[src/rtl/ctpwm_cfg.svh]
// Constants for the cascaded 16-bit timer and PWM unit.
`ifndef CTPWM_CFG_SVH
`define CTPWM_CFG_SVH
// Width of the cascaded counter and of each half.
`define CTPWM_CNT_W 16
`define CTPWM_HALF_W 8
// Prescale tap exponents of the high clock.
`define CTPWM_TAP_HI11 11
`define CTPWM_TAP_HI7 7
`define CTPWM_TAP_HI5 5
`define CTPWM_TAP_HI3 3
`define CTPWM_TAP_HI1 1
// Prescale tap exponent of the low clock.
`define CTPWM_TAP_LO3 3
// Divider width needed for the deepest tap.
`define CTPWM_DIV_W 11
// Reset values.
`define CTPWM_CNT_RST 16'h0000
`define CTPWM_DUTY_RST 16'hffff
`endif

[src/rtl/ctpwm_pkg.sv]
// Types for the cascaded 16-bit timer and PWM unit.
package ctpwm_pkg;
   // Operating mode of the cascaded pair.
   typedef enum logic [1:0] {
      CTPWM_MODE_TIMER,
      CTPWM_MODE_EVENT,
      CTPWM_MODE_PWM,
      CTPWM_MODE_RSVD
   } ctpwm_mode_t;
   // Source clock selection.
   typedef enum logic [2:0] {
      CTPWM_SRC_TAP1,
      CTPWM_SRC_HI7,
      CTPWM_SRC_HI5,
      CTPWM_SRC_HI3,
      CTPWM_SRC_LOW,
      CTPWM_SRC_HI1,
      CTPWM_SRC_HI,
      CTPWM_SRC_EXT
   } ctpwm_src_t;
endpackage : ctpwm_pkg

[src/rtl/ctpwm_tick.sv]
// Tick generator: prescaler taps and synchronised external edge detector.
`timescale 1ns/1ps
`include "ctpwm_cfg.svh"
module ctpwm_tick
(
   input wire logic sys_clk_i,
   input wire logic rst_i,
   input wire logic high_clock_en_i,
   input wire logic low_clock_en_i,
   input wire logic prescale_select_bit_i,
   input wire logic slow_mode_i,
   input wire logic pwm_mode_i,
   input wire ctpwm_pkg::ctpwm_src_t src_i,
   input wire logic event_input_pin_i,
   output logic tick_o
);
   import ctpwm_pkg::*;

   // ----------------------------------------------------------------
   // Prescalers
   // ----------------------------------------------------------------
   logic [`CTPWM_DIV_W-1:0] hdiv_r;
   logic [`CTPWM_TAP_LO3-1:0] ldiv_r;
   logic [`CTPWM_DIV_W-1:0] hdiv_nxt;
   logic [`CTPWM_TAP_LO3-1:0] ldiv_nxt;

   assign hdiv_nxt = hdiv_r + `CTPWM_DIV_W'(1);
   assign ldiv_nxt = ldiv_r + `CTPWM_TAP_LO3'(1);

   // Free running dividers advance only on enables of their source clocks.
   always_ff @(posedge sys_clk_i)
   begin
      if (rst_i)
      begin
         hdiv_r <= '0;
         ldiv_r <= '0;
      end
      else
      begin
         if (high_clock_en_i)
            hdiv_r <= hdiv_nxt;
         if (low_clock_en_i)
            ldiv_r <= ldiv_nxt;
      end
   end

   // A tap of 2^n fires when the low n bits wrap on an enable.
   function automatic logic tap_hit(input logic [`CTPWM_DIV_W-1:0] v, input int n);
      logic [`CTPWM_DIV_W-1:0] m;
      m = `CTPWM_DIV_W'((1 << n) - 1);
      return (v & m) == m;
   endfunction : tap_hit

   // ----------------------------------------------------------------
   // External event input
   // ----------------------------------------------------------------
   logic ev_s1_r;
   logic ev_s2_r;
   logic ev_s3_r;

   // Two flops synchronise the pin, the third feeds the edge detector.
   always_ff @(posedge sys_clk_i)
   begin
      if (rst_i)
      begin
         ev_s1_r <= 1'b1;
         ev_s2_r <= 1'b1;
         ev_s3_r <= 1'b1;
      end
      else
      begin
         ev_s1_r <= event_input_pin_i;
         ev_s2_r <= ev_s1_r;
         ev_s3_r <= ev_s2_r;
      end
   end

   // ----------------------------------------------------------------
   // Tick select
   // ----------------------------------------------------------------
   logic hi_tick;
   logic lo_tick;
   logic tick_nxt;

   // Slow modes leave only the low clock taps; fast-only taps never tick.
   always_comb
   begin
      hi_tick = high_clock_en_i && !slow_mode_i;
      lo_tick = low_clock_en_i && tap_hit({8'h00, ldiv_r}, `CTPWM_TAP_LO3);
      tick_nxt = 1'b0;
      case (src_i)
         CTPWM_SRC_TAP1: tick_nxt = (prescale_select_bit_i || slow_mode_i) ? lo_tick
            : hi_tick && tap_hit(hdiv_r, `CTPWM_TAP_HI11);
         CTPWM_SRC_HI7: tick_nxt = hi_tick && tap_hit(hdiv_r, `CTPWM_TAP_HI7);
         CTPWM_SRC_HI5: tick_nxt = hi_tick && tap_hit(hdiv_r, `CTPWM_TAP_HI5);
         CTPWM_SRC_HI3: tick_nxt = hi_tick && tap_hit(hdiv_r, `CTPWM_TAP_HI3);
         CTPWM_SRC_LOW: tick_nxt = pwm_mode_i && low_clock_en_i;
         CTPWM_SRC_HI1: tick_nxt = pwm_mode_i && hi_tick
            && tap_hit(hdiv_r, `CTPWM_TAP_HI1);
         CTPWM_SRC_HI: tick_nxt = pwm_mode_i && hi_tick;
         CTPWM_SRC_EXT: tick_nxt = !ev_s2_r && ev_s3_r;
         default: tick_nxt = 1'b0;
      endcase
   end

   // Registered so the tick is a clean one-cycle pulse.
   always_ff @(posedge sys_clk_i)
   begin
      if (rst_i)
         tick_o <= 1'b0;
      else
         tick_o <= tick_nxt;
   end

   // A falling edge on the synchronised input yields one tick one cycle later.
   AST_EXT_EDGE_TICK: assert property (@(posedge sys_clk_i) disable iff (rst_i)
      (src_i == CTPWM_SRC_EXT) && $fell(ev_s2_r) ##1 (src_i == CTPWM_SRC_EXT) |-> tick_o)
      else $error("falling edge on event input gave no tick");
endmodule : ctpwm_tick

[src/rtl/ctpwm_core.sv]
// Cascaded 16-bit timer, event counter and PWM generator top level.
// Function
// - Timer mode: 16-bit up-counter on internal ticks.
// - Running: period match interrupts, clears, continues.
// - Period unbuffered; new value used immediately.
// - Event mode counts external falling edges.
// - PWM counts internal or external clock.
// - PWM duty match toggles flip-flop, no clear.
// - PWM overflow toggles, clears, interrupts.
// - Flip-flop starts from init bit; reset 0.
// - PWM pin is inverse of flip-flop.
// - Running duty write buffered until interrupt.
// - Stopped duty write transfers immediately.
// - Duty read returns active duty in PWM, buffer otherwise.
// - Stopped: pin holds; init change after stop.
// - Timer source taps per divider select.
// - PWM adds low, half-high, high clocks.
`timescale 1ns/1ps
`include "ctpwm_cfg.svh"
module ctpwm_core
(
   input wire logic sys_clk_i,
   input wire logic rst_i,
   input wire logic high_clock_en_i,
   input wire logic low_clock_en_i,
   input wire logic slow_mode_i,
   input wire logic prescale_select_bit_i,
   input wire ctpwm_pkg::ctpwm_mode_t mode_i,
   input wire ctpwm_pkg::ctpwm_src_t src_i,
   input wire logic cascade_run_bit_i,
   input wire logic high_flipflop_init_bit_i,
   input wire logic init_load_i,
   input wire logic [7:0] wr_data_i,
   input wire logic period_reg_low_wr_i,
   input wire logic period_reg_high_wr_i,
   input wire logic duty_reg_low_wr_i,
   input wire logic duty_reg_high_wr_i,
   input wire logic event_input_pin_i,
   output logic [15:0] period_rd_o,
   output logic [15:0] duty_rd_o,
   output logic [15:0] count_o,
   output logic cascade_match_irq_o,
   output logic cascade_pwm_pin_o
);
   import ctpwm_pkg::*;

   // ----------------------------------------------------------------
   // Tick source
   // ----------------------------------------------------------------
   logic tick;
   logic pwm_mode;
   ctpwm_src_t tick_src;
   assign pwm_mode = (mode_i == CTPWM_MODE_PWM);
   // Event mode always counts pin edges, whatever source field is left set.
   assign tick_src = (mode_i == CTPWM_MODE_EVENT) ? CTPWM_SRC_EXT : src_i;

   ctpwm_tick u_tick
   (
      .sys_clk_i(sys_clk_i),
      .rst_i(rst_i),
      .high_clock_en_i(high_clock_en_i),
      .low_clock_en_i(low_clock_en_i),
      .prescale_select_bit_i(prescale_select_bit_i),
      .slow_mode_i(slow_mode_i),
      .pwm_mode_i(pwm_mode),
      .src_i(tick_src),
      .event_input_pin_i(event_input_pin_i),
      .tick_o(tick)
   );

   // ----------------------------------------------------------------
   // Period register
   // ----------------------------------------------------------------
   logic [`CTPWM_HALF_W-1:0] period_lo_r;
   logic [`CTPWM_HALF_W-1:0] period_hi_r;
   logic [`CTPWM_CNT_W-1:0] period;
   assign period = {period_hi_r, period_lo_r};

   // No shadow: the compare sees a new byte on the very next cycle.
   always_ff @(posedge sys_clk_i)
   begin
      if (rst_i)
      begin
         period_lo_r <= '0;
         period_hi_r <= '0;
      end
      else
      begin
         if (period_reg_low_wr_i)
            period_lo_r <= wr_data_i;
         if (period_reg_high_wr_i)
            period_hi_r <= wr_data_i;
      end
   end

   // ----------------------------------------------------------------
   // Counter halves
   // ----------------------------------------------------------------
   logic [`CTPWM_HALF_W-1:0] cnt_lo_r;
   logic [`CTPWM_HALF_W-1:0] cnt_hi_r;
   logic [`CTPWM_CNT_W-1:0] cnt;
   logic run;
   logic adv;
   logic carry;
   logic period_hit;
   logic duty_hit;
   logic ovf;
   logic [`CTPWM_CNT_W-1:0] duty_act_r;

   assign cnt = {cnt_hi_r, cnt_lo_r};
   assign run = cascade_run_bit_i && (mode_i != CTPWM_MODE_RSVD);
   assign adv = run && tick;
   assign carry = (cnt_lo_r == 8'hff);
   assign period_hit = !pwm_mode && (cnt == period);
   assign duty_hit = pwm_mode && (cnt == duty_act_r);
   assign ovf = pwm_mode && (cnt == 16'hffff);

   // The low half carries into the high half; a match or overflow
   // clears both halves on the tick that would otherwise step past it.
   always_ff @(posedge sys_clk_i)
   begin
      if (rst_i)
      begin
         cnt_lo_r <= 8'h00;
         cnt_hi_r <= 8'h00;
      end
      else if (!cascade_run_bit_i)
      begin
         cnt_lo_r <= 8'h00;
         cnt_hi_r <= 8'h00;
      end
      else if (adv)
      begin
         if (period_hit || ovf)
         begin
            cnt_lo_r <= 8'h00;
            cnt_hi_r <= 8'h00;
         end
         else
         begin
            cnt_lo_r <= cnt_lo_r + 8'h01;
            if (carry)
               cnt_hi_r <= cnt_hi_r + 8'h01;
         end
      end
   end

   // ----------------------------------------------------------------
   // Interrupt event
   // ----------------------------------------------------------------
   logic irq_ev;
   assign irq_ev = adv && (period_hit || ovf);

   // One-cycle pulse on each match or overflow.
   always_ff @(posedge sys_clk_i)
   begin
      if (rst_i)
         cascade_match_irq_o <= 1'b0;
      else
         cascade_match_irq_o <= irq_ev;
   end

   // ----------------------------------------------------------------
   // Duty buffer
   // ----------------------------------------------------------------
   logic [`CTPWM_CNT_W-1:0] duty_buf_r;
   logic duty_pend_r;

   // Writes land in the buffer; each byte write sets its own half.
   always_ff @(posedge sys_clk_i)
   begin
      if (rst_i)
         duty_buf_r <= `CTPWM_DUTY_RST;
      else
      begin
         if (duty_reg_low_wr_i)
            duty_buf_r[7:0] <= wr_data_i;
         if (duty_reg_high_wr_i)
            duty_buf_r[15:8] <= wr_data_i;
      end
   end

   // Transfer immediately when stopped, else on the interrupt event.
   // A write in the same cycle as the event loads the old buffer, which
   // software is told to avoid.
   always_ff @(posedge sys_clk_i)
   begin
      if (rst_i)
      begin
         duty_act_r <= `CTPWM_DUTY_RST;
         duty_pend_r <= 1'b0;
      end
      else if (!cascade_run_bit_i)
      begin
         duty_pend_r <= duty_reg_high_wr_i || duty_reg_low_wr_i;
         if (duty_pend_r)
            duty_act_r <= duty_buf_r;
      end
      else if (irq_ev)
      begin
         duty_act_r <= duty_buf_r;
         duty_pend_r <= 1'b0;
      end
   end

   // ----------------------------------------------------------------
   // Output flip-flop
   // ----------------------------------------------------------------
   logic tff_r;

   // Load from the init bit only while stopped; toggle on duty match
   // and again on overflow. Holding the level while stopped keeps the pin.
   always_ff @(posedge sys_clk_i)
   begin
      if (rst_i)
         tff_r <= 1'b0;
      else if (!cascade_run_bit_i)
      begin
         if (init_load_i)
            tff_r <= high_flipflop_init_bit_i;
      end
      else if (adv && (duty_hit || ovf))
         tff_r <= ~tff_r;
   end

   // ----------------------------------------------------------------
   // Registered outputs
   // ----------------------------------------------------------------
   // Every output comes straight from a flop, so reads lag the state by one cycle.
   always_ff @(posedge sys_clk_i)
   begin
      if (rst_i)
      begin
         cascade_pwm_pin_o <= 1'b1;
         period_rd_o <= '0;
         duty_rd_o <= `CTPWM_DUTY_RST;
         count_o <= `CTPWM_CNT_RST;
      end
      else
      begin
         cascade_pwm_pin_o <= ~tff_r;
         period_rd_o <= period;
         duty_rd_o <= pwm_mode ? duty_act_r : duty_buf_r;
         count_o <= cnt;
      end
   end

   // ----------------------------------------------------------------
   // Checks
   // ----------------------------------------------------------------
   AST_PERIOD_CLEAR: assert property (@(posedge sys_clk_i) disable iff (rst_i)
      adv && period_hit |=> cnt == 16'h0000 && cascade_match_irq_o)
      else $error("period match did not clear and interrupt");

   AST_COUNT_STEP: assert property (@(posedge sys_clk_i) disable iff (rst_i)
      adv && !period_hit && !ovf |=> cnt == $past(cnt) + 16'h0001)
      else $error("counter did not step by one");

   AST_HOLD_NO_TICK: assert property (@(posedge sys_clk_i) disable iff (rst_i)
      cascade_run_bit_i && !tick ##1 cascade_run_bit_i |-> $stable(cnt))
      else $error("counter moved without a tick");

   AST_DUTY_TOGGLE: assert property (@(posedge sys_clk_i) disable iff (rst_i)
      cascade_run_bit_i && adv && duty_hit && !ovf |=> tff_r != $past(tff_r)
      && cnt != 16'h0000)
      else $error("duty match did not toggle without clearing");

   AST_OVF_WRAP: assert property (@(posedge sys_clk_i) disable iff (rst_i)
      adv && ovf |=> cnt == 16'h0000 && cascade_match_irq_o)
      else $error("overflow did not clear and interrupt");

   AST_PIN_INV: assert property (@(posedge sys_clk_i) disable iff (rst_i)
      ##1 cascade_pwm_pin_o == !$past(tff_r))
      else $error("pin is not inverse of flip-flop");

   AST_DUTY_HOLD: assert property (@(posedge sys_clk_i) disable iff (rst_i)
      cascade_run_bit_i && !irq_ev |=> $stable(duty_act_r))
      else $error("active duty changed while running without event");

   AST_STOP_LOAD: assert property (@(posedge sys_clk_i) disable iff (rst_i)
      !cascade_run_bit_i && duty_reg_high_wr_i ##1 !cascade_run_bit_i
      |=> duty_act_r == $past(duty_buf_r))
      else $error("stopped duty write not transferred");

   AST_STOP_HOLD: assert property (@(posedge sys_clk_i) disable iff (rst_i)
      !cascade_run_bit_i && !init_load_i |=> $stable(tff_r))
      else $error("flip-flop moved while stopped");

   AST_INIT_LOAD: assert property (@(posedge sys_clk_i) disable iff (rst_i)
      !cascade_run_bit_i && init_load_i |=> tff_r == $past(high_flipflop_init_bit_i))
      else $error("stopped init load did not set the flip-flop");

   AST_RUN_NO_LOAD: assert property (@(posedge sys_clk_i) disable iff (rst_i)
      cascade_run_bit_i && init_load_i && !(adv && (duty_hit || ovf)) |=> $stable(tff_r))
      else $error("init load changed the flip-flop while running");

   AST_DUTY_READ: assert property (@(posedge sys_clk_i) disable iff (rst_i)
      pwm_mode |=> duty_rd_o == $past(duty_act_r))
      else $error("duty read does not show the loaded value");
endmodule : ctpwm_core

[config.mk]
export PLATFORM = sky130hd
export DESIGN_NAME = ctpwm_core
export DESIGN_NICKNAME = d
export VERILOG_FILES = /design/src/rtl/ctpwm_pkg.sv /design/src/rtl/ctpwm_tick.sv /design/src/rtl/ctpwm_core.sv
export VERILOG_INCLUDE_DIRS = /design/src /design/src/rtl
export SDC_FILE = /design/constraint.sdc
export NUM_CORES = 1
export LEC_CHECK = 0
export ABC_AREA = 1
export BUFFER_PORTS_ARGS = -buffer_cell sky130_fd_sc_hd__buf_2
export CORE_MARGIN = 3
export CORE_UTILIZATION = 55
export DETAILED_ROUTE_END_ITERATION = 6
export PLACE_DENSITY = 0.77
export SETUP_SLACK_MARGIN = 0.02
export SYNTH_ARGS = -nofsm -noshare
export SYNTH_HDL_FRONTEND = slang
export SYNTH_SLANG_ARGS = --single-unit
[constraint.sdc]
create_clock -name sys_clk_i -period 4.6 [get_ports sys_clk_i]
set_clock_uncertainty 0.05 [all_clocks]
set_input_delay 0.69 -clock sys_clk_i [delete_from_list [all_inputs] [get_ports sys_clk_i]]
set_output_delay 0.69 -clock sys_clk_i [all_outputs]
set_load 0.005 [all_outputs]
* Word-level counts from Yosys, hierarchy flattened
Index checks and enable logic that the tools add are counted.
Storage, ports and cells: RAM bits 0, register bits after elaboration 134, latch bits 0, memories 0, bits in read-only memories 0
Cells by class: $add $sub $neg 4, eq/ne operators 21, bitwise operators 2, $mul 0, multiplexer cells 15, divide/modulo/power cells 0, shift operators 0, reduce and logical (&&, ||, !) cells 32, order comparisons 0
Operator list (number):
- $mux W16 | 4
- $eq A16 B16 Y1 | 2
- $mux W8 | 3
- $eq A3 B3 Y1 const B | 6
- $logic_and A1 B1 Y1 | 17
- $add A8 B1 Y8 const B | 2
- $eq A16 B16 Y1 const B | 1
- $add A11 B1 Y11 const B | 1
- $eq A11 B11 Y1 const B | 1
- $eq A8 B8 Y1 const B | 1
- $pmux W1 S8 | 1
- $eq A7 B7 Y1 const B | 1
- $eq A3 B2 Y1 const B | 2
- $mux W1 | 6
- $reduce_and A2 Y1 | 3
- $reduce_bool A2 Y1 | 3
- $eq A5 B5 Y1 const B | 1
- $logic_or A1 B1 Y1 | 4
- $ne A2 B1 Y1 const B | 2
- $add A3 B1 Y3 const B | 1
- $eq A3 B1 Y1 const B | 1
- $logic_not A1 Y1 | 3
- $logic_not A3 Y1 | 1
- $mux W3 | 1
- other kinds (5) | 6

* Longest topological paths before layout
Gate-level depths: netlist of run 1.
depth in word-level cells 7, gate-level depth with buffers 14, gate-level depth less buffers 13

* Modules after synthesis
A second synthesis of run 1 with hierarchy kept.
Second synthesis, totals: cells, all modules 761, area total of the unflattened synthesis 5718.0 um^2
Modules (own cells, without submodules):
- ctpwm_core | sequential area each 2322.2 um^2, area each 4775.8 um^2, times used 1, cells each 627
- ctpwm_tick | sequential area each 360.3 um^2, area each 942.2 um^2, times used 1, cells each 134

* Worst setup path after synthesis of run 1
No wires, ideal clock.
kind input-to-reg, start point input port mode_i[0], end point register duty_act_r[10], setup time 0.138 ns, arrival 1.753 ns, slack 2.659 ns, stages 13, cells stage by stage inv_2 -> nand2_2 -> o21ai_1 -> nor2_1 -> nand2_1 -> nor2_1 -> nand2_2 -> nand2_4 -> nand2_2 -> buf_6 -> buf_8 -> nand3_2 -> nand3_2
Between the ends: cells in the longest elaborated chain, start to end 7, elaborated cells between the ends (all ways) 11, those cells by class eq/ne (3); reduce/logical (8)
Ends and longest elaborated chain:
- from (decl) | RTL line ctpwm_core.sv:28 | input wire ctpwm_pkg::ctpwm_mode_t mode_i,
- $eq A2 B2 Y1 | RTL line ctpwm_core.sv:53 | assign pwm_mode = (mode_i == CTPWM_MODE_PWM);
- $logic_not A1 Y1 | RTL line ctpwm_core.sv:114 | assign period_hit = !pwm_mode && (cnt == period);
- $logic_and A1 B1 Y1 | RTL line ctpwm_core.sv:114
- $logic_or A1 B1 Y1 | RTL line ctpwm_core.sv:152 | assign irq_ev = adv && (period_hit || ovf);
- $logic_and A1 B1 Y1 (*) | RTL line ctpwm_core.sv:152
- $ne A2 B1 Y1 (no source line) (*)
- $reduce_and A2 Y1 (no source line) (*)
- to (signal assigned) | RTL line ctpwm_core.sv:190 | duty_act_r <= `CTPWM_DUTY_RST;
- to (signal assigned) | RTL line ctpwm_core.sv:197 | duty_act_r <= duty_buf_r;
- to (signal assigned) | RTL line ctpwm_core.sv:201 | duty_act_r <= duty_buf_r;
- to (decl) | RTL line ctpwm_core.sv:108 | logic [`CTPWM_CNT_W-1:0] duty_act_r;
Mark *: on every way between the ends. The rest lies on a longest branch, timed or not. A chain may end at the register's enable or synchronous reset.

* Worst setup path after layout of run 1
start point register cnt_hi_r[0], end point register duty_act_r[2]
Between the ends: cells in the longest elaborated chain, start to end 6, elaborated cells between the ends (all ways) 8, those cells by class eq/ne (3); reduce/logical (5)
Ends and longest elaborated chain:
- from (decl) | RTL line ctpwm_core.sv:100 | logic [`CTPWM_HALF_W-1:0] cnt_hi_r;
- from (signal assigned) | RTL line ctpwm_core.sv:143 | cnt_hi_r <= cnt_hi_r + 8'h01;
- $eq A16 B16 Y1 (on tied branches) | RTL line ctpwm_core.sv:114, ctpwm_core.sv:116
- $logic_and A1 B1 Y1 (on tied branches) | RTL line ctpwm_core.sv:114, ctpwm_core.sv:116
- $logic_or A1 B1 Y1 (*) | RTL line ctpwm_core.sv:152
- $logic_and A1 B1 Y1 (*) | RTL line ctpwm_core.sv:152
- $ne A2 B1 Y1 (no source line) (*)
- $reduce_and A2 Y1 (no source line) (*)
Marks and branches as above.

==> impl_metrics.py, run 1 <==
metrics = {
    "worst_setup_path": {
        "r2r_cells": 11,
        "crit_chain": "ha_1 -> nand2_1 -> inv_1 -> nand3_1 -> nor2_1 -> nand3_2 -> nand2_4 -> nand2_2 -> nand2_2 -> nand2_1 -> nand3_1",
        "end_kind": "flip-flop",
        "ff2ff_setup_slack_ns": 2.07,
        "startpoint_type": "flip-flop",
        "reg2reg_to": "duty_act_r[2]$_SDFFE_PP1P_",
        "crit_path_top_delay_cell": "dfxtp_1",
        "crit_family": "simple AND/OR/NAND/NOR gates",
        "max_stage_delay_ns": 0.53,
        "criticalPathCategory": "reg -> reg",
        "path_max_fanout": 20,
        "crit_buf_inv": 1,
        "r2r-start": "cnt_hi_r[0]$_SDFFE_PP0P_",
        "crit_arrival_ns": 2.92,
        "cp.required_ns": 5.00,
    },
    "final_layout": {
        "post-route-util_pct": 68.32,
        "fin_nets": 832,
        "nFillCells": 815,
        "fin_cells": 940,
        "syn2layout_area_growth_pct": 17.90,
        "drive_above_1_share_pct": 18.50,
        "diodes": 0,
    },
    "floorplan": {
        "dieArea_um2": 11200,
        "row_count": 35,
        "ios": 77,
        "core_um2": 9459,
        "die_width_um": 105.8,
        "die_h_um": 105.8,
        "initial_core_util_pct": 57.95,
    },
    "sta": {
        "drv_slew": 0,
        "worstMarginPinSlew_ns": 1.080,
        "fin_crit_sh_pct": 54.95,
        "fmax_ghz": 0.3956,
        "max-slew-margin-rel_pct": 27.91,
        "finalHoldViolations": 0,
        "setup_viol": 0,
        "rsz0062_at_grt": "no",
        "setup_tns_ns": 0,
        "holdWs_ns": 0.2997,
        "post-route-min-period_ns": 2.528,
    },
    "synthesis": {
        "synth_cell_types": 37,
        "synth_top_area_share_pct": 48.94,
        "synth-compound-area-share_pct": 9.427,
        "avgSynthCellArea_um2": 7.540,
        "synth-async-reset-ratio_pct": 0,
        "synth_xor_area_share_pct": 2.237,
        "synth_area_um2": 5482,
        "yosys-mux-area-fraction_pct": 0,
        "synth.yosys.seq_area_share_pct": 48.94,
        "syn_inst": 727,
        "synthesis.nets": 761,
        "synth_fa_ha_area_share_pct": 1.598,
        "synth_edf_count": 0,
        "synth_top_family_by_area": "simple AND/OR/NAND/NOR gates",
        "synth_area_leaders": "dfxtp_1 (49%), nand2_1 (12%), nor2_1 (6.5%)",
        "synth_top_cell_by_area": "dfxtp_1",
        "ys.warnings.count": 0,
        "ys_ff_latch": 134,
        "synth_simple_gate_area_share_pct": 29.99,
        "ys.flop_type": "dfxtp_1",
    },
    "pwr": {
        "finalPower_w": 0.002695,
        "irDropWorstVdd_mv": 0.2769,
        "p_leak_nw": 3.201,
        "cellPowerDensity_nw_per_um2": 417.1,
    },
    "grt": {
        "gr-total-overflow": 0,
        "grt_first_pass_wirelength_um": 22360,
        "grt_pass1_vias": 4525,
        "antenna_found_initial": 0,
        "grt_max_degree": 65,
        "grt_usage_pct": 25.28,
    },
    "clock_network": {
        "clk_pin_slew_ns": 0.06,
        "root_buffer": "clkbuf_8",
        "cts_max_path_buffers": 2,
        "h-tree-depth": 4,
        "ctsHoldBuffers": 0,
        "clk_latency_ns": 0.52,
        "cts_sinks": 134,
        "cts_tree": "built",
        "post_cts_buffers": 0,
        "cts-resized-gates": 0,
        "numCtsBuffers": 17,
    },
    "drt": {
        "postRouteWirelength_um": 13660,
        "ant_nets": 0,
        "via_per_inst": 5.263,
        "first_pass_iters": 5,
        "num_vias": 4947,
        "wl_per_cell_um": 14.54,
        "drt_first_iter_violations": 355,
        "drc_errors": 0,
    },
    "placed_design": {
        "portBuffers": 76,
        "place_hpwl_um": 9320,
        "place_congestion": 0.9136,
        "dp.cells": 908,
    },
    "worst_hold_path": {
        "min_to": "u_tick.ev_s1_r$_SDFF_PP1_",
        "min_path_type": "in -> reg",
        "holdPathStages": 2,
        "min-delay-start": "event_input_pin_i",
    },
    "outcome": {
        "status": "finished clean",
    },
    "run": {
        "maxCapViolations": 0,
    },
}
## synth_stat cells (2+ instances only)
master    number
nand3_1       53
inv_2         11
nand2_4        2
buf_2          2
inv_1         71
dfxtp_1      134
buf_1          2
nor3_1         7
and3_1         2
or2_2          4
nor4_1         2
clkbuf_1      17
nand2_1      169
xor2_1        10
ha_1           7
nor2_1        95
o21ai_0       46
nand2_2        5
xnor2_1        4
nand4_1        4
o21ai_1        2
nand3_2       17
a21oi_1       47
## worst max-delay path by stage
stage,from,to,slack (ns),depth (start not counted)
after floorplan,mode_i[0],duty_act_r[10]$_SDFFE_PP1P_,2.66,13
after detailed placement,mode_i[0],duty_act_r[2]$_SDFFE_PP1P_,1.60,13
after global routing,mode_i[0],duty_act_r[13]$_SDFFE_PP1P_,1.85,13
final,cnt_hi_r[0]$_SDFFE_PP0P_,duty_act_r[2]$_SDFFE_PP1P_,2.07,11
after global placement,mode_i[0],duty_act_r[12]$_SDFFE_PP1P_,1.71,13
after CTS,cnt_hi_r[0]$_SDFFE_PP0P_,duty_act_r[2]$_SDFFE_PP1P_,2.06,11
## report_power, final
part           switching, W  total [W]  leakage [nW]  internal (W)
Clock              0.000486    0.00125         0.273      0.000768
Combinational      0.000125   0.000197          1.83     0.0000718
Sequential        0.0000309    0.00124          1.10       0.00121
Total              0.000642    0.00270          3.20       0.00205
## cell families after synthesis
family / after synthesis
AND/OR/NAND/NOR: 365
flip-flops: 134
buffers and inverters: 107
AO/OA/AOI/OAI: 100
XOR/XNOR: 14
adder cells (fa/ha/maj): 7
## metal layers
metal | track usage (%) | vias to the layer above | share of wire [%]
met5 | 0 | - | 0
met4 | 8.233 | 0 | 2.2
met3 | 5.940 | 27 | 9.3
met2 | 39.80 | 191 | 46
met1 | 34.35 | 2266 | 43
li1 | - | 2463 | -
## registers in the layout, summed over array words and instances, names as in the netlist, 11 cells and up
register and cells:
count_o 16, duty_act_r 16, duty_buf_r 16, duty_rd_o 16, period_rd_o 16, u_tick.hdiv_r 11
## worst register-to-register path: cells and delay by family, from the launching register on
kind	cells	cell delay, ns
AND/OR/NAND/NOR	9	1.53
adder cells (fa/ha/maj)	1	0.26
flip-flops	1	0.53
buffers and inverters	1	0.08
## metrics by stage
stage	setup WS, ns	instance area, µm²
after global placement	1.710	5911
final	2.072	6462
after floorplan	2.659	5482
after detailed placement	1.600	5911
after global routing	1.853	6462
after CTS	2.061	6462
## layout make-up
class / instances / area [µm²] / area share (%)
Sequential cell: 134 / 2683 / 41.51
Multi-Input combinational cell: 486 / 2371 / 36.69
Clock buffer: 23 / 476.7 / 7.377
Timing Repair Buffer: 77 / 387.9 / 6.002
Inverter: 82 / 307.8 / 4.763
Tap cell: 129 / 161.4 / 2.498
Clock inverter: 9 / 75.07 / 1.162
## layout by cell type (no fill, tap or decap), types with 2 or more instances in the layout
| master | Yosys | layout |
|---|---|---|
| clkinvlp_4 | 0 | 2 |
| nor3_1 | 7 | 7 |
| ha_1 | 7 | 7 |
| nand3_2 | 17 | 17 |
| nor4_1 | 2 | 2 |
| xnor2_1 | 4 | 4 |
| and3_1 | 2 | 2 |
| nor2_1 | 95 | 95 |
| clkbuf_8 | 0 | 5 |
| nand2_1 | 169 | 169 |
| clkbuf_16 | 0 | 16 |
| nand2_4 | 2 | 2 |
| a21oi_1 | 47 | 47 |
| clkinv_2 | 0 | 6 |
| nand4_1 | 4 | 4 |
| buf_2 | 2 | 76 |
| inv_1 | 71 | 71 |
| nand3_1 | 53 | 53 |
| clkbuf_1 | 17 | 2 |
| o21ai_1 | 2 | 2 |
| dfxtp_1 | 134 | 134 |
| or2_2 | 4 | 4 |
| xor2_1 | 10 | 10 |
| inv_2 | 11 | 11 |
| nand2_2 | 5 | 5 |
| o21ai_0 | 46 | 46 |
No activity file was read; power rests on OpenSTA's default activity.
==> inputs of run 2 (changes only) <==
==> constraint.sdc (replaced) <==
create_clock -name sys_clk_i -period 2.4 [get_ports sys_clk_i]
set_clock_uncertainty 0.05 [all_clocks]
set_input_delay 0.36 -clock sys_clk_i [delete_from_list [all_inputs] [get_ports sys_clk_i]]
set_output_delay 0.36 -clock sys_clk_i [all_outputs]
set_load 0.005 [all_outputs]
==> impl_metrics.py, run 2 (same netlist as run 1, synthesis figures left out) <==
metrics = {
    "worst_setup_path": {
        "criticalPathCategory": "reg -> reg",
        "end_kind": "flip-flop",
        "path_max_fanout": 16,
        "crit_family": "simple AND/OR/NAND/NOR gates",
        "crit_chain": "ha_1 -> nand4_2 -> nor3_4 -> nand3_2 -> nand2_4 -> nand2_2 -> nand2_2 -> nand2_1 -> nand3_2",
        "cp.required_ns": 2.80,
        "crit_arrival_ns": 2.59,
        "max_stage_delay_ns": 0.47,
        "startpoint_type": "flip-flop",
        "crit_buf_inv": 0,
        "crit_path_top_delay_cell": "dfxtp_1",
    },
    "placed_design": {
        "place_congestion": 0.8831,
        "place_hpwl_um": 9587,
        "portBuffers": 76,
        "dp_slack_ns": 0.3476,
    },
    "grt": {
        "grt_pass1_vias": 4650,
        "grt_first_pass_wirelength_um": 22480,
        "grt_usage_pct": 25.34,
        "grt_max_degree": 54,
        "antenna_found_initial": 0,
        "gr-total-overflow": 0,
    },
    "final_layout": {
        "mostFrequentLayoutCells": "nand2_1 (169), dfxtp_1 (134), nor2_1 (95), buf_2 (76), inv_1 (71)",
        "final_common_cell": "nand2_1",
        "fin_nets": 839,
        "drive_above_1_share_pct": 19.19,
        "syn2layout_area_growth_pct": 19.24,
    },
    "sta": {
        "rsz0062_at_grt": "no",
        "finalHoldViolations": 0,
        "setup_tns_ns": 0,
        "setup_slack_ns": 0.2107,
        "holdWs_ns": 0.02670,
        "max-slew-margin-rel_pct": 63.49,
        "post-route-min-period_ns": 2.189,
        "fmax_ghz": 0.4568,
        "worstMarginPinSlew_ns": 0.5476,
        "drv_slew": 0,
        "fin_crit_sh_pct": 91.22,
        "setup_viol": 0,
    },
    "floorplan": {
        "die_h_um": 105.8,
        "die_width_um": 105.8,
        "ios": 77,
        "core_um2": 9459,
        "row_count": 35,
        "initial_core_util_pct": 57.95,
        "dieArea_um2": 11200,
    },
    "clock_network": {
        "clk_latency_ns": 0.52,
        "root_buffer": "clkbuf_8",
        "numCtsBuffers": 17,
        "cts-resized-gates": 0,
        "h-tree-depth": 4,
        "cts_sinks": 134,
        "cts_max_path_buffers": 2,
        "cts_tree": "built",
        "clk_pin_slew_ns": 0.06,
    },
    "drt": {
        "top_layer_used": "met4",
        "drc_errors": 0,
        "met3_length_um": 992,
        "num_vias": 4958,
        "wirelength_met1_um": 6179,
        "ant_nets": 0,
        "drt_first_iter_violations": 360,
        "via_per_inst": 5.230,
        "met2WireLength_um": 6320,
        "first_pass_iters": 4,
        "postRouteWirelength_um": 13850,
        "wl_per_cell_um": 14.60,
    },
    "pwr": {
        "cellPowerDensity_nw_per_um2": 792.2,
        "p_leak_nw": 3.219,
        "irDropWorstVdd_mv": 0.5022,
    },
    "outcome": {
        "status": "finished clean",
    },
    "worst_hold_path": {
        "min_path_type": "in -> reg",
    },
    "run": {
        "maxCapViolations": 0,
    },
}
==> run 2: area by class of cell <==
| type | instances | area [µm²] |
|---|---|---|
| fillers | 804 | 2923 |
| clock inverters | 13 | 123.9 |
| repair buffers | 84 | 455.4 |
| inverters | 82 | 307.8 |
| diodes | 1 | 2.502 |
| flip-flops and latches | 134 | 2683 |
| multi-input cells | 486 | 2371 |
| clock buffers | 19 | 431.7 |
| well taps | 129 | 161.4 |
==> run 2: per-layer routing <==
layer / track usage (%) / up-vias
met1: 33.77 / 2258
met2: 40.30 / 190
met3: 5.573 / 33
met5: 0 / -
li1: - / 2477
met4: 9.528 / 0
==> run 2: where the power goes <==
| part | internal, W | switching, W | total [W] |
|---|---|---|---|
| combinational | 0.000144 | 0.000248 | 0.000392 |
| sequential | 0.00233 | 0.0000594 | 0.00239 |
| clock | 0.00141 | 0.000990 | 0.00240 |
==> run 2: stage by stage <==
| stage | instances | utilization (%) | power (W) | cell area (µm²) |
|---|---|---|---|---|
| 2_1_floorplan | 727 | - | 0.002664 | 5482 |
| 3_3_place_gp | 914 | 63.10 | 0.002797 | 5968 |
| 3_5_place_dp | 914 | 63.10 | 0.002812 | 5968 |
| 4_1_cts | 947 | 69.07 | 0.005200 | 6534 |
| 5_1_grt | 947 | 69.07 | 0.005363 | 6534 |
| 6_report | 948 | 69.10 | 0.005178 | 6536 |
==> run 2: path summary, 6_finish.rpt <==
path / from / to / slack, ns / cells past startpoint
worst max-delay path: cnt_lo_r[0]$_SDFFE_PP0P_ / duty_act_r[14]$_SDFFE_PP1P_ / 0.21 / 9
worst max register to register: cnt_lo_r[0]$_SDFFE_PP0P_ / duty_act_r[14]$_SDFFE_PP1P_ / 0.21 / 9
worst min-delay path: high_clock_en_i / u_tick.hdiv_r[0]$_SDFFE_PP0P_ / 0.03 / 2
worst min register to register: u_tick.ev_s1_r$_SDFF_PP1_ / u_tick.ev_s2_r$_SDFF_PP1_ / 0.37 / 1
==> run 2: worst register-to-register path, stage by stage, from the launching register on <==
cell,delay [ns]
dfxtp_1,0.47
ha_1,0.26
nand4_2,0.16
nor3_4,0.19
nand3_2,0.13
nand2_4,0.13
nand2_2,0.16
nand2_2,0.32
nand2_1,0.17
nand3_2,0.10
==> run 2: what timing repair did <==
action,in CTS,in global routing
setup buffers,0,0
hold endpoints to repair,1,0
hold buffers,1,0
